### src/rtl/nvc_consts.svh
// offsets, field positions, reset values and timing for the nvm controller
`ifndef NVC_CONSTS_SVH
`define NVC_CONSTS_SVH

// register indexes; the byte address on the bus is four times the index
`define NVC_IDX_CMD      4'h0
`define NVC_IDX_PROT     4'h1
`define NVC_IDX_STATUS   4'h2
`define NVC_IDX_INTEN    4'h3
`define NVC_IDX_INTFLAG  4'h4
`define NVC_IDX_DATA_LO  4'h6
`define NVC_IDX_DATA_HI  4'h7
`define NVC_IDX_ADDR_LO  4'h8
`define NVC_IDX_ADDR_HI  4'h9

// field positions
`define NVC_CMD_MSB      2
`define NVC_BIT_APP_WRITE_PROTECT    0
`define NVC_BIT_BOOT_LOCK_A 1
`define NVC_BIT_FLASH_BUSY    0
`define NVC_BIT_EEPROM_BUSY   1
`define NVC_BIT_WRERR    2
`define NVC_BIT_EERDY    0

// reset values
`define NVC_RST_BYTE     8'h00
`define NVC_RST_WORD     16'h0000

// memory map of the arrays, plain defaults
`define NVC_BOOT_END     16'h0200
`define NVC_APP_END      16'h1000
`define NVC_EE_BASE      16'h1400
`define NVC_EE_END       16'h1500

// page buffer clear holds the cpu this many cycles
`define NVC_PBC_CYCLES   3'h7
`endif

### src/rtl/nvc_pkg.sv
// types of the nvm controller
package nvc_pkg;
  typedef enum logic [2:0] {
    NVC_CMD_NONE   = 3'h0,
    NVC_CMD_WRITE  = 3'h1,
    NVC_CMD_ERASE  = 3'h2,
    NVC_CMD_ERWR   = 3'h3,
    NVC_CMD_PBCLR  = 3'h4,
    NVC_CMD_CHIPER = 3'h5,
    NVC_CMD_EEPROM_ERASE_CMD   = 3'h6,
    NVC_CMD_FUSE   = 3'h7
  } nvc_cmd_t;

  typedef enum logic [3:0] {
    NVC_ST_IDLE  = 4'b0001,
    NVC_ST_PBC   = 4'b0010,
    NVC_ST_FLASH = 4'b0100,
    NVC_ST_EE    = 4'b1000
  } nvc_state_t;
endpackage : nvc_pkg

### src/rtl/nvc_ctrl.sv
// nvm controller register file and command sequencer
// Notes on behaviour
// RL1: nonzero command field write starts an operation
// RL2: code one writes page, two erases page
// RL3: code three erases then writes, four clears buffer
// RL4: five erases all unless preserve fuse; six eeprom
// RL5: code seven writes fuse, debug port only
// RL6: host writes key before command, else ignored
// RL7: boot lock makes boot reads and fetches zero
// RL8: boot lock writable from boot code; reset clears
// RL9: new boot lock acts after leaving boot section
// RL10: app write protect blocks application writes
// RL11: app protect set only; reset clears it
// RL12: write error reports failed last operation
// RL13: write error reflects only latest operation
// RL14: eeprom busy high while eeprom works
// RL15: flash busy high while flash works
// RL16: enable bit enables eeprom ready interrupt
// RL17: eeprom ready interrupt is level, requests immediately
// RL18: software enables interrupt after command, disables in handler
// RL19: flag cleared by writing one; the code clears it only while eeprom busy, when idle the set wins
// RL20: data register bytes; value for fuse write
// RL21: address register holds last updated location
// RL22: all registers reset to zero
// RL23: page buffer cleared after write or erase
// RL24: buffer clear sets ones, holds cpu seven
// RL25: flash ops halt cpu, eeprom ops do not
// RL26: host checks busy bits before new command
// RL27: undefined bits read zero, ignore writes
`timescale 1ns/1ps
module nvc_ctrl (
  // clock and reset
  input  wire logic        clk_sys,
  input  wire logic        rst_b,
  // wishbone slave
  input  wire logic        cyc_i,
  input  wire logic        stb_i,
  input  wire logic        we_i,
  input  wire logic [5:0]  adr_i,
  input  wire logic [3:0]  sel_i,
  input  wire logic [31:0] dat_i,
  output logic      [31:0] dat_o,
  output logic             ack_o,
  // access context
  input  wire logic        key_ok,
  input  wire logic        from_debug_port,
  input  wire logic        exec_in_boot,
  input  wire logic        eeprom_preserve_fuse,
  // page buffer side
  input  wire logic        pb_wr_valid,
  input  wire logic [15:0] pb_wr_addr,
  input  wire logic        pb_mixed_sections,
  output logic             pb_clear,
  // memory array side
  output logic             mem_start,
  output logic [2:0]       mem_cmd,
  output logic             mem_to_eeprom,
  output logic             mem_keep_eeprom,
  output logic [15:0]      mem_addr,
  output logic [15:0]      mem_data,
  input  wire logic        mem_done,
  input  wire logic        mem_fail,
  // cpu read path gating
  input  wire logic        cpu_rd_in_boot,
  input  wire logic [15:0] cpu_rd_raw,
  output logic      [15:0] cpu_rd_data,
  output logic             cpu_halt,
  // eeprom ready request
  output logic             eeprom_ready_irq
);
`include "nvc_consts.svh"

  logic [1:0] rst_sync;
  logic       rst_n;

  // reset asserts at once, releases through two flops
  always_ff @(posedge clk_sys or negedge rst_b) begin
    if (!rst_b) begin
      rst_sync <= 2'b00;
    end else begin
      rst_sync <= {rst_sync[0], 1'b1};
    end
  end
  assign rst_n = rst_sync[1];

  function automatic logic sel_hit(input logic [3:0] a, input logic [3:0] b);
    sel_hit = (a == b);
  endfunction : sel_hit

  // register state
  logic [2:0]           command_control;
  logic                 app_write_protect;
  logic                 boot_lock_a;
  logic                 boot_lock_live;
  logic                 write_error;
  logic                 interrupt_enable;
  logic                 interrupt_flag;
  logic [15:0]          fuse_write_value;
  logic [15:0]          last_update_address;
  nvc_pkg::nvc_state_t  state;
  nvc_pkg::nvc_state_t  next_state;
  logic [2:0]           pbc_cnt;
  logic                 in_boot_q;

  // bus decode
  // a held request is taken every second cycle: ack masks it
  wire       bus_req  = cyc_i & stb_i & ~ack_o;
  wire       bus_wr   = bus_req & we_i & sel_i[0];
  wire [3:0] idx      = adr_i[5:2];
  wire [7:0] wbyte    = dat_i[7:0];
  wire       wr_cmd   = bus_wr & sel_hit(idx, `NVC_IDX_CMD);
  wire       wr_prot  = bus_wr & sel_hit(idx, `NVC_IDX_PROT);
  wire       wr_inten = bus_wr & sel_hit(idx, `NVC_IDX_INTEN);
  wire       wr_flag  = bus_wr & sel_hit(idx, `NVC_IDX_INTFLAG);
  wire       wr_dlo   = bus_wr & sel_hit(idx, `NVC_IDX_DATA_LO);
  wire       wr_dhi   = bus_wr & sel_hit(idx, `NVC_IDX_DATA_HI);
  wire       wr_alo   = bus_wr & sel_hit(idx, `NVC_IDX_ADDR_LO);
  wire       wr_ahi   = bus_wr & sel_hit(idx, `NVC_IDX_ADDR_HI);

  // busy views of the sequencer state
  wire idle        = (state == nvc_pkg::NVC_ST_IDLE);
  wire flash_busy  = (state == nvc_pkg::NVC_ST_FLASH) |
                     (state == nvc_pkg::NVC_ST_PBC);
  wire eeprom_busy = (state == nvc_pkg::NVC_ST_EE);

  // target memory and protection of the addressed location
  wire tgt_ee   = (last_update_address >= `NVC_EE_BASE) &
                  (last_update_address <  `NVC_EE_END);
  wire tgt_boot = (last_update_address <  `NVC_BOOT_END);
  wire tgt_app  = ~tgt_boot & (last_update_address < `NVC_APP_END);

  // command acceptance
  // debug port needs no key; cpu needs the key this cycle
  // refused codes record an error and leave the field alone
  wire [2:0] wcode  = wbyte[`NVC_CMD_MSB:0];
  wire cmd_key_ok   = key_ok | from_debug_port;                  // RL6
  wire cmd_take     = wr_cmd & cmd_key_ok & idle &
                      (wcode != nvc_pkg::NVC_CMD_NONE);          // RL1
  wire is_page_op   = (wcode == nvc_pkg::NVC_CMD_WRITE) |
                      (wcode == nvc_pkg::NVC_CMD_ERASE) |
                      (wcode == nvc_pkg::NVC_CMD_ERWR);
  wire is_pbc       = (wcode == nvc_pkg::NVC_CMD_PBCLR);
  wire is_fuse      = (wcode == nvc_pkg::NVC_CMD_FUSE);
  wire is_ee_only   = (wcode == nvc_pkg::NVC_CMD_EEPROM_ERASE_CMD);
  wire fuse_refused = is_fuse & ~from_debug_port;                // RL5
  wire prot_hit     = is_page_op & ~tgt_ee &
                      ((tgt_app & app_write_protect) |           // RL10
                       (tgt_boot & boot_lock_live));
  wire op_error     = fuse_refused | prot_hit |
                      (is_page_op & pb_mixed_sections);          // RL12
  wire launch       = cmd_take & ~op_error & ~is_pbc;
  wire launch_ee    = is_ee_only | (is_page_op & tgt_ee);        // RL2 RL3 RL4
  wire op_end       = mem_done & (flash_busy | eeprom_busy) &
                      (state != nvc_pkg::NVC_ST_PBC);
  wire pbc_end      = (state == nvc_pkg::NVC_ST_PBC) &
                      (pbc_cnt == `NVC_PBC_CYCLES);

  // one operation at a time; array done returns to idle
  always_comb begin
    next_state = state;
    unique case (state)
      nvc_pkg::NVC_ST_IDLE: begin
        if (cmd_take & is_pbc)
          next_state = nvc_pkg::NVC_ST_PBC;                      // RL3
        else if (launch & launch_ee)
          next_state = nvc_pkg::NVC_ST_EE;                       // RL25
        else if (launch)
          next_state = nvc_pkg::NVC_ST_FLASH;                    // RL25
      end
      nvc_pkg::NVC_ST_PBC: begin
        if (pbc_end) next_state = nvc_pkg::NVC_ST_IDLE;          // RL24
      end
      nvc_pkg::NVC_ST_FLASH,
      nvc_pkg::NVC_ST_EE: begin
        if (mem_done) next_state = nvc_pkg::NVC_ST_IDLE;
      end
      default: next_state = nvc_pkg::NVC_ST_IDLE;
    endcase
  end

  always_ff @(posedge clk_sys or negedge rst_n) begin
    if (!rst_n) begin
      state   <= nvc_pkg::NVC_ST_IDLE;
      pbc_cnt <= 3'h0;
    end else begin
      state   <= next_state;
      // restarts at one, so the clear holds exactly seven cycles
      if (state == nvc_pkg::NVC_ST_PBC) begin
        pbc_cnt <= pbc_cnt + 3'h1;
      end else begin
        pbc_cnt <= 3'h1;
      end
    end
  end

  // command field, write error
  // each accepted command or finished op rewrites the error
  always_ff @(posedge clk_sys or negedge rst_n) begin
    if (!rst_n) begin
      command_control <= 3'h0;                                   // RL22
      write_error     <= 1'b0;
    end else begin
      if (cmd_take & ~op_error)
        command_control <= wcode;                                // RL1
      else if (op_end | pbc_end)
        command_control <= 3'h0;
      if (cmd_take)
        write_error <= op_error;                                 // RL13
      else if (op_end)
        write_error <= mem_fail;                                 // RL12
    end
  end

  // protection bits
  // lock bits are sticky until reset
  wire boot_lock_wr = wr_prot & wbyte[`NVC_BIT_BOOT_LOCK_A] & exec_in_boot;
  always_ff @(posedge clk_sys or negedge rst_n) begin
    if (!rst_n) begin
      app_write_protect <= 1'b0;
      boot_lock_a       <= 1'b0;
      boot_lock_live    <= 1'b0;
      in_boot_q         <= 1'b0;
    end else begin
      in_boot_q <= exec_in_boot;
      if (wr_prot & wbyte[`NVC_BIT_APP_WRITE_PROTECT]) begin
        app_write_protect <= 1'b1;                               // RL11
      end
      if (boot_lock_wr) begin
        boot_lock_a <= 1'b1;                                     // RL8
      end
      if (boot_lock_a & in_boot_q & ~exec_in_boot) begin
        boot_lock_live <= 1'b1;                                  // RL9
      end else if (boot_lock_a & ~exec_in_boot) begin
        boot_lock_live <= 1'b1;                                  // RL9
      end
    end
  end

  // locked boot section reads and fetches return zero
  assign cpu_rd_data = (boot_lock_live & cpu_rd_in_boot) ?
                       16'h0000 : cpu_rd_raw;                    // RL7

  // interrupt enable
  always_ff @(posedge clk_sys or negedge rst_n) begin
    if (!rst_n) begin
      interrupt_enable <= 1'b0;                                  // RL22
    end else if (wr_inten) begin
      interrupt_enable <= wbyte[`NVC_BIT_EERDY];                 // RL16
    end
  end

  // ready flag; set wins over clear, so it clears only while busy
  wire flag_clr = wr_flag & wbyte[`NVC_BIT_EERDY];               // RL19
  always_ff @(posedge clk_sys or negedge rst_n) begin
    if (!rst_n) begin
      interrupt_flag <= 1'b0;
    end else if (~eeprom_busy) begin
      interrupt_flag <= 1'b1;                                    // RL17
    end else if (flag_clr) begin
      interrupt_flag <= 1'b0;                                    // RL19
    end
  end
  assign eeprom_ready_irq = interrupt_enable & interrupt_flag;   // RL17

  // data register; the debug port loads it before a fuse write
  always_ff @(posedge clk_sys or negedge rst_n) begin
    if (!rst_n) begin
      fuse_write_value <= `NVC_RST_WORD;                         // RL22
    end else begin
      if (wr_dlo) begin
        fuse_write_value[7:0] <= wbyte;                          // RL20
      end
      if (wr_dhi) begin
        fuse_write_value[15:8] <= wbyte;                         // RL20
      end
    end
  end

  // address register; a page buffer write wins over a bus write
  always_ff @(posedge clk_sys or negedge rst_n) begin
    if (!rst_n) begin
      last_update_address <= `NVC_RST_WORD;                      // RL22
    end else if (pb_wr_valid) begin
      last_update_address <= pb_wr_addr;                         // RL21
    end else begin
      if (wr_alo) begin
        last_update_address[7:0] <= wbyte;
      end
      if (wr_ahi) begin
        last_update_address[15:8] <= wbyte;
      end
    end
  end

  // buffer refill with ones after a page op or on request
  wire prev_page_cmd = (command_control == nvc_pkg::NVC_CMD_WRITE) |
                       (command_control == nvc_pkg::NVC_CMD_ERASE) |
                       (command_control == nvc_pkg::NVC_CMD_ERWR);
  wire pbc_go        = cmd_take & ~op_error & is_pbc;            // RL24
  wire page_clear    = op_end & prev_page_cmd;                   // RL23

  // memory side outputs; operands latched at launch only
  always_ff @(posedge clk_sys or negedge rst_n) begin
    if (!rst_n) begin
      mem_start       <= 1'b0;
      mem_cmd         <= 3'h0;
      mem_to_eeprom   <= 1'b0;
      mem_keep_eeprom <= 1'b0;
      mem_addr        <= `NVC_RST_WORD;
      mem_data        <= `NVC_RST_WORD;
    end else begin
      mem_start <= launch;                                       // RL2
      if (launch) begin
        mem_cmd         <= wcode;
        mem_to_eeprom   <= launch_ee;
        mem_keep_eeprom <= eeprom_preserve_fuse;                 // RL4
        mem_addr        <= last_update_address;                  // RL21
        mem_data        <= fuse_write_value;                     // RL20
      end
    end
  end

  // one-cycle pulse to the page buffer
  always_ff @(posedge clk_sys or negedge rst_n) begin
    if (!rst_n) begin
      pb_clear <= 1'b0;
    end else begin
      pb_clear <= pbc_go | page_clear;
    end
  end

  assign cpu_halt = flash_busy;                                  // RL25

  // read mux; undefined bits and addresses read zero
  // each register byte built once, unused bits tied low
  wire [7:0] rd_cmd    = {5'h00, command_control};
  wire [7:0] rd_prot   = {6'h00, boot_lock_a, app_write_protect};
  wire [7:0] rd_status = {5'h00, write_error, eeprom_busy, flash_busy};
  wire [7:0] rd_inten  = {7'h00, interrupt_enable};
  wire [7:0] rd_flag   = {7'h00, interrupt_flag};
  wire [7:0] rd_dlo    = fuse_write_value[7:0];
  wire [7:0] rd_dhi    = fuse_write_value[15:8];
  wire [7:0] rd_alo    = last_update_address[7:0];
  wire [7:0] rd_ahi    = last_update_address[15:8];

  logic [7:0] rd_byte;
  always_comb begin
    rd_byte = 8'h00;                                             // RL27
    unique case (idx)
      `NVC_IDX_CMD:     rd_byte = rd_cmd;
      `NVC_IDX_PROT:    rd_byte = rd_prot;
      `NVC_IDX_STATUS:  rd_byte = rd_status;                     // RL14 RL15
      `NVC_IDX_INTEN:   rd_byte = rd_inten;
      `NVC_IDX_INTFLAG: rd_byte = rd_flag;
      `NVC_IDX_DATA_LO: rd_byte = rd_dlo;
      `NVC_IDX_DATA_HI: rd_byte = rd_dhi;
      `NVC_IDX_ADDR_LO: rd_byte = rd_alo;
      `NVC_IDX_ADDR_HI: rd_byte = rd_ahi;
      default:          rd_byte = 8'h00;
    endcase
  end

  always_ff @(posedge clk_sys or negedge rst_n) begin
    if (!rst_n) begin
      ack_o <= 1'b0;
      dat_o <= 32'h0000_0000;
    end else begin
      // ack and read data stand for one cycle
      ack_o <= bus_req;
      dat_o <= bus_req ? {24'h00_0000, rd_byte} : 32'h0000_0000;
    end
  end
endmodule : nvc_ctrl

### config.mk
export PLATFORM = sky130hd
export DESIGN_NAME = nvc_ctrl
export DESIGN_NICKNAME = d
export VERILOG_FILES = /design/src/rtl/nvc_pkg.sv /design/src/rtl/nvc_ctrl.sv
export VERILOG_INCLUDE_DIRS = /design/src /design/src/rtl
export SDC_FILE = /design/constraint.sdc
export NUM_CORES = 1
export LEC_CHECK = 0
export BUFFER_PORTS_ARGS = -buffer_cell sky130_fd_sc_hd__buf_2
export CAP_MARGIN = 5
export CORE_MARGIN = 2
export CORE_UTILIZATION = 50
export DETAILED_ROUTE_END_ITERATION = 10
export GPL_TIMING_DRIVEN = 0
export PLACE_DENSITY = 0.91
export SETUP_SLACK_MARGIN = 0.02
export SLEW_MARGIN = 20
export SYNTH_ARGS = -nofsm -noshare
export SYNTH_HDL_FRONTEND = slang
export SYNTH_SLANG_ARGS = --single-unit
### constraint.sdc
create_clock -name clk_sys -period 8.1 [get_ports clk_sys]
set_clock_uncertainty 0.1 [all_clocks]
set_input_delay 1.62 -clock clk_sys [delete_from_list [all_inputs] [get_ports clk_sys]]
set_output_delay 1.62 -clock clk_sys [all_outputs]
set_load 0.02 [all_outputs]
After elaboration in Yosys (flattened, before gate mapping) --
Index checks and enable logic that the tools add are counted.
Word-level totals: memory bits (writable) 0, input port bits 88, word-level logic and storage cells 148, memories kept 0, bits in latches 0, flip-flop bits (word level) 99, memory bits (read-only) 0, output and inout port bits 90
Operators by class: divide/modulo/power cells 0, multiply operators 0, add/subtract/negate cells 1, reduce and logical (&&, ||, !) cells 9, magnitude comparators 4, equal/unequal tests 27, bitwise logic cells 62, shift operators 0, mux-type cells 21
Operators with widths (count):
- 8-bit one-hot mux with 9 select lines | 1
- 1-bit bitwise AND | 42
- 16-bit by 13-bit < comparator with 1-bit output, second input constant | 2
- 16-bit two-way mux | 2
- 8-bit two-way mux | 3
- 4-bit two-way mux | 5
- 4-bit by 3-bit == test with 1-bit output, second input constant | 4
- 16-bit by 13-bit greater-or-equal comparator with 1-bit output, second input constant | 1
- 16-bit by 10-bit < comparator with 1-bit output, second input constant | 1
- 1-bit bitwise OR | 13
- 3-bit by 2-bit == test with 1-bit output, second input constant | 4
- 3-bit == test, second input constant | 4
- 4-bit by 2-bit == test with 1-bit output, second input constant | 3
- 4-bit == test, second input constant | 3
- 4-bit one-hot mux with 3 select lines | 1
- 2-bit nonzero test | 5
- 3-bit two-way mux | 3
- 4-bit by 1-bit == test with 1-bit output, second input constant | 2
- 1-bit inverter | 7
- 3-bit by 1-bit == test with 1-bit output, second input constant | 2
- 1-bit two-way mux | 6
- 4-bit logical NOT | 1
- 2-bit inequality test, second input constant | 2
- 4-bit by 1-bit inequality test with 1-bit output, second input constant | 1
- other kinds (6) | 6

Logic depth before layout (Yosys ltp) --
word-level depth 15, mapped depth 8, mapped depth without buffers 7

Least setup slack after synthesis --
OpenSTA, ideal clock, no wires.
path type input port to output port, start point input port cpu_rd_in_boot, end point output port cpu_rd_data[10], stages on the path 3, slack 4192 ps, path buffers 1, required time 6380 ps, arrival time 2188 ps, cell sequence nand2_1 clkbuf_1 and2_1
On the way: longest elaborated chain between the ends 2
RTL lines:
- from (decl) | line nvc_ctrl.sv:64 | input wire logic cpu_rd_in_boot,
- 1-bit bitwise AND | line nvc_ctrl.sv:240 | assign cpu_rd_data = (boot_lock_live & cpu_rd_in_boot) ?
- 16-bit two-way mux | line nvc_ctrl.sv:240
- to (decl) | line nvc_ctrl.sv:66 | output logic [15:0] cpu_rd_data,
No other way between the ends.

Worst setup path in the final report --
start point input port cpu_rd_in_boot, end point output port cpu_rd_data[9]
Same word-level chain as after synthesis.

==> summary.md <==
| Metric | Value |
|---|---|
| Status | finished clean |
| FFs w/ async S/R, synth | 100.0% |
| First-pass GRT wire length | 18.15 mm |
| Drt pass-1 iters | 5 |
| Total Wirelength | 11.98 mm |
| Synthesized cell area | 0.004902 mm² |
| Crit-path cells | buf_2, nand2_1, clkbuf_1, and2_1, buf_2 |
| Gp weighted congestion | 0.9617 |
| Sequential area share after synthesis | 50.05% |
| Setup crit start kind | input pin |
| Maximum clock rate | 0.2386 GHz |
| Worst slew pin tran | 0.7217 ns |
| DIE HEIGHT | 103.0 µm |
| Post-cts sizing count | 0 |
| Vias after detailed routing | 3707 |
| Crit-path most repeated cell | buf_2 |
| Nets | 651 |
| Core Rows | 36 |
| Reg2Reg Setup Slack | 5.64 ns |
| Cell Int Power | 0.7311 mW |
| Gr ovfl total | 0 |
| Critical R2R Launch | ack_o |
| Worst path slowest cell | clkbuf_1 |
| Worst-path fanout max | 10 |
| Antenna Nets Post-Route | 0 |
| Chip width | 103.0 µm |
| Port Buffers | 119 |
| Worst skew pair latency | 0.37 ns |
| Filler cells | 773 |
| Synthesized area per cell | 12.04 µm² |
| Antenna cell count | 0 |
| Initial antenna violation count | 0 |
| Leakage | 3.146 nW |
| Critical Path RT | 6.38 ns |
| Arr. time, crit path | 2.47 ns |
| Initial Utilization | 50.86% |
| CTS tree | done |
| Crit path largest cell delay | 0.26 ns |
| Die area | 0.01061 mm² |
| Final hold vios | 0 |
| Post-synthesis register bit count | 98 |
| Synth-to-layout area growth | 22.21% |
| Worst Hold Class | flip-flop to async pin |
| Largest cells by area after synthesis | dfrtp_1 50%, mux2_4 8.9%, mux2_2 8.3% |
| Cells after synthesis | 407 |
| Share of cells above drive strength 1 | 43.82% |
| RSZ-0062 raised after global routing | no |
| Max Slew Vio Count | 0 |
| Worst-path clk slew | 0.09 ns |
| Min Hold Slack | 0.2359 ns |
| Reg-to-reg critical path endpoint | last_update_address[5] |
| Post-route setup TNS | 0 ns |
| Vias in the first global route | 3576 |
| Wire per inst | 17.14 µm |
| Drt initial violations | 280 |
| Largest net degree at the start of global routing | 56 |
| Number of synthesized flops with an enable pin | 0 |
| Via-per-instance ratio | 5.303 |
| Clk buf depth | 2 |
| Setup crit end kind | primary output |
| Post-synth top cells | 97 x dfrtp_1, 36 x mux2_2, 29 x mux2_4, 26 x nand2_1, 24 x buf_4 |
| Post-CTS setup buffer count | 0 |
| Switching Share | 29.29% |
| P per Cell Area | 172.6 mW/mm² |
| Top-area cell type share of the netlist area | 49.52% |
| Final HPWL DP | 9.006 mm |
| R2R depth | 5 |
| Seq pwr share | 52.0% |
| Synth cell types | 60 |
| Cell with the most instances after synthesis | dfrtp_1 |
| Synth Warn # | 0 |
| Worst VDD drop | 92.65 µV |
| H-tree depth | 3 |
| Post-CTS Hold Fix Bufs | 0 |
| Part of the power in combinational logic | 15.7% |
| Fin crit period | 4.191 ns |
| Switching power total | 0.3029 mW |
| Setup-failing EPs final | 0 |
| Clock power frac | 32.3% |
| Slew margin rel. | 51.53% |
| Total GRT Usage | 22.62% |
| CTS root buf | clkbuf_8 |
| Placeable core area | 0.009639 mm² |
| MaxCap Viol Count | 0 |
| Critical path class | input pin to primary output |
| I/O pins | 178 |
| Final worst-path cycle share | 51.73% |
| Post-synth top area cell | dfrtp_1 |
| Total CTS buffers | 9 |
| Clk sinks | 98 |
| Commonest register cell after synthesis | dfrtp_1 |
| Post-route DRC | 0 |
[power by group through the flow]
| stage | Combinational, mW | Sequential (mW) | Clock [mW] |
|---|---|---|---|
| final | 0.162 | 0.538 | 0.334 |
| after global routing | 0.176 | 0.541 | 0.358 |
| after CTS | 0.161 | 0.538 | 0.336 |
| after detailed placement | 0.160 | 0.547 | 0 |
| after global placement | 0.149 | 0.550 | 0 |
| after floorplan | 0.101 | 0.548 | 0 |
[metrics by stage]
stage	total power [mW]	cells	worst slack [ns]	utilization, %	instance area [µm²]
global route	1.075	699	3.853	62.15	5991
CTS	1.035	699	3.927	62.15	5991
global placement	0.6988	682	3.982	59.66	5751
detailed placement	0.7076	683	3.930	59.98	5782
floorplan	0.6494	430	4.192	-	4989
finish	1.034	699	3.909	62.15	5991
[registers in the layout (all words and copies together), names as in the netlist, 2 cells and up]
name	count
fuse_write_value	16
command_control	3
dat_o	8
state	4
mem_cmd	3
last_update_address	16
pbc_cnt	3
mem_data	16
mem_addr	16
rst_sync	2
[kinds of logic (layout without fill, tap and decap cells)]
family	after synthesis	after routing	synth area share [%]
simple gates	106	106	12.53
flops	98	98	50.05
mux	87	87	21.64
compound gates	56	56	8.014
buf+inv	54	190	6.738
fa+ha+maj	2	2	0.5104
other cells	2	25	0.1532
xor+xnor	2	2	0.3574
[worst max-delay path by stage]
stage / to / startpoint
6_report: cpu_rd_data[9] / cpu_rd_in_boot
5_1_grt: cpu_rd_data[9] / cpu_rd_in_boot
4_1_cts: cpu_rd_data[9] / cpu_rd_in_boot
3_5_place_dp: cpu_rd_data[9] / cpu_rd_in_boot
3_3_place_gp: cpu_rd_data[11] / cpu_rd_in_boot
2_1_floorplan: cpu_rd_data[10] / cpu_rd_in_boot
[cells in the final DEF (no fill, tap or decap), types with 3 or more instances in the layout]
| cell type | synthesis | final |
|---|---|---|
| buf_6 | 4 | 4 |
| clkbuf_1 | 10 | 10 |
| conb_1 | 2 | 25 |
| o22a_1 | 6 | 6 |
| mux2i_1 | 22 | 22 |
| nor4b_1 | 3 | 3 |
| nand3_1 | 6 | 6 |
| a21oi_1 | 7 | 7 |
| nor2_1 | 18 | 18 |
| nand2_1 | 26 | 26 |
| dfrtp_1 | 97 | 96 |
| clkbuf_8 | 0 | 9 |
| inv_1 | 8 | 8 |
| buf_4 | 24 | 24 |
| o21ai_0 | 15 | 15 |
| mux2_4 | 29 | 29 |
| and2_1 | 19 | 19 |
| o22ai_1 | 4 | 4 |
| nor3_1 | 7 | 7 |
| buf_2 | 6 | 125 |
| o21a_1 | 4 | 4 |
| mux2_2 | 36 | 36 |
[worst max-delay path, delay by kind of cell]
kind                   cells  cell delay, ns
AND/OR/NAND/NOR            2            0.33
buffers and inverters      3            0.52
[layout make-up]
type / instances / area [µm²] / area share (%)
Sequential cell: 98 / 2457 / 41.02
Multi-Input combinational cell: 278 / 2205 / 36.80
Timing Repair Buffer: 120 / 623.1 / 10.40
Buffer: 46 / 300.3 / 5.013
Tap cell: 133 / 166.4 / 2.778
Clock buffer: 9 / 123.9 / 2.068
Clock inverter: 7 / 85.08 / 1.420
Inverter: 8 / 30.03 / 0.5013
[routing by layer]
layer	GRT usage, %	part of all wire (%)
met3	3.322	5.8
met4	11.74	3.5
met5	0	0
met2	35.31	48
met1	30.80	43
Note: power is estimated with default switching activity, not from simulation.
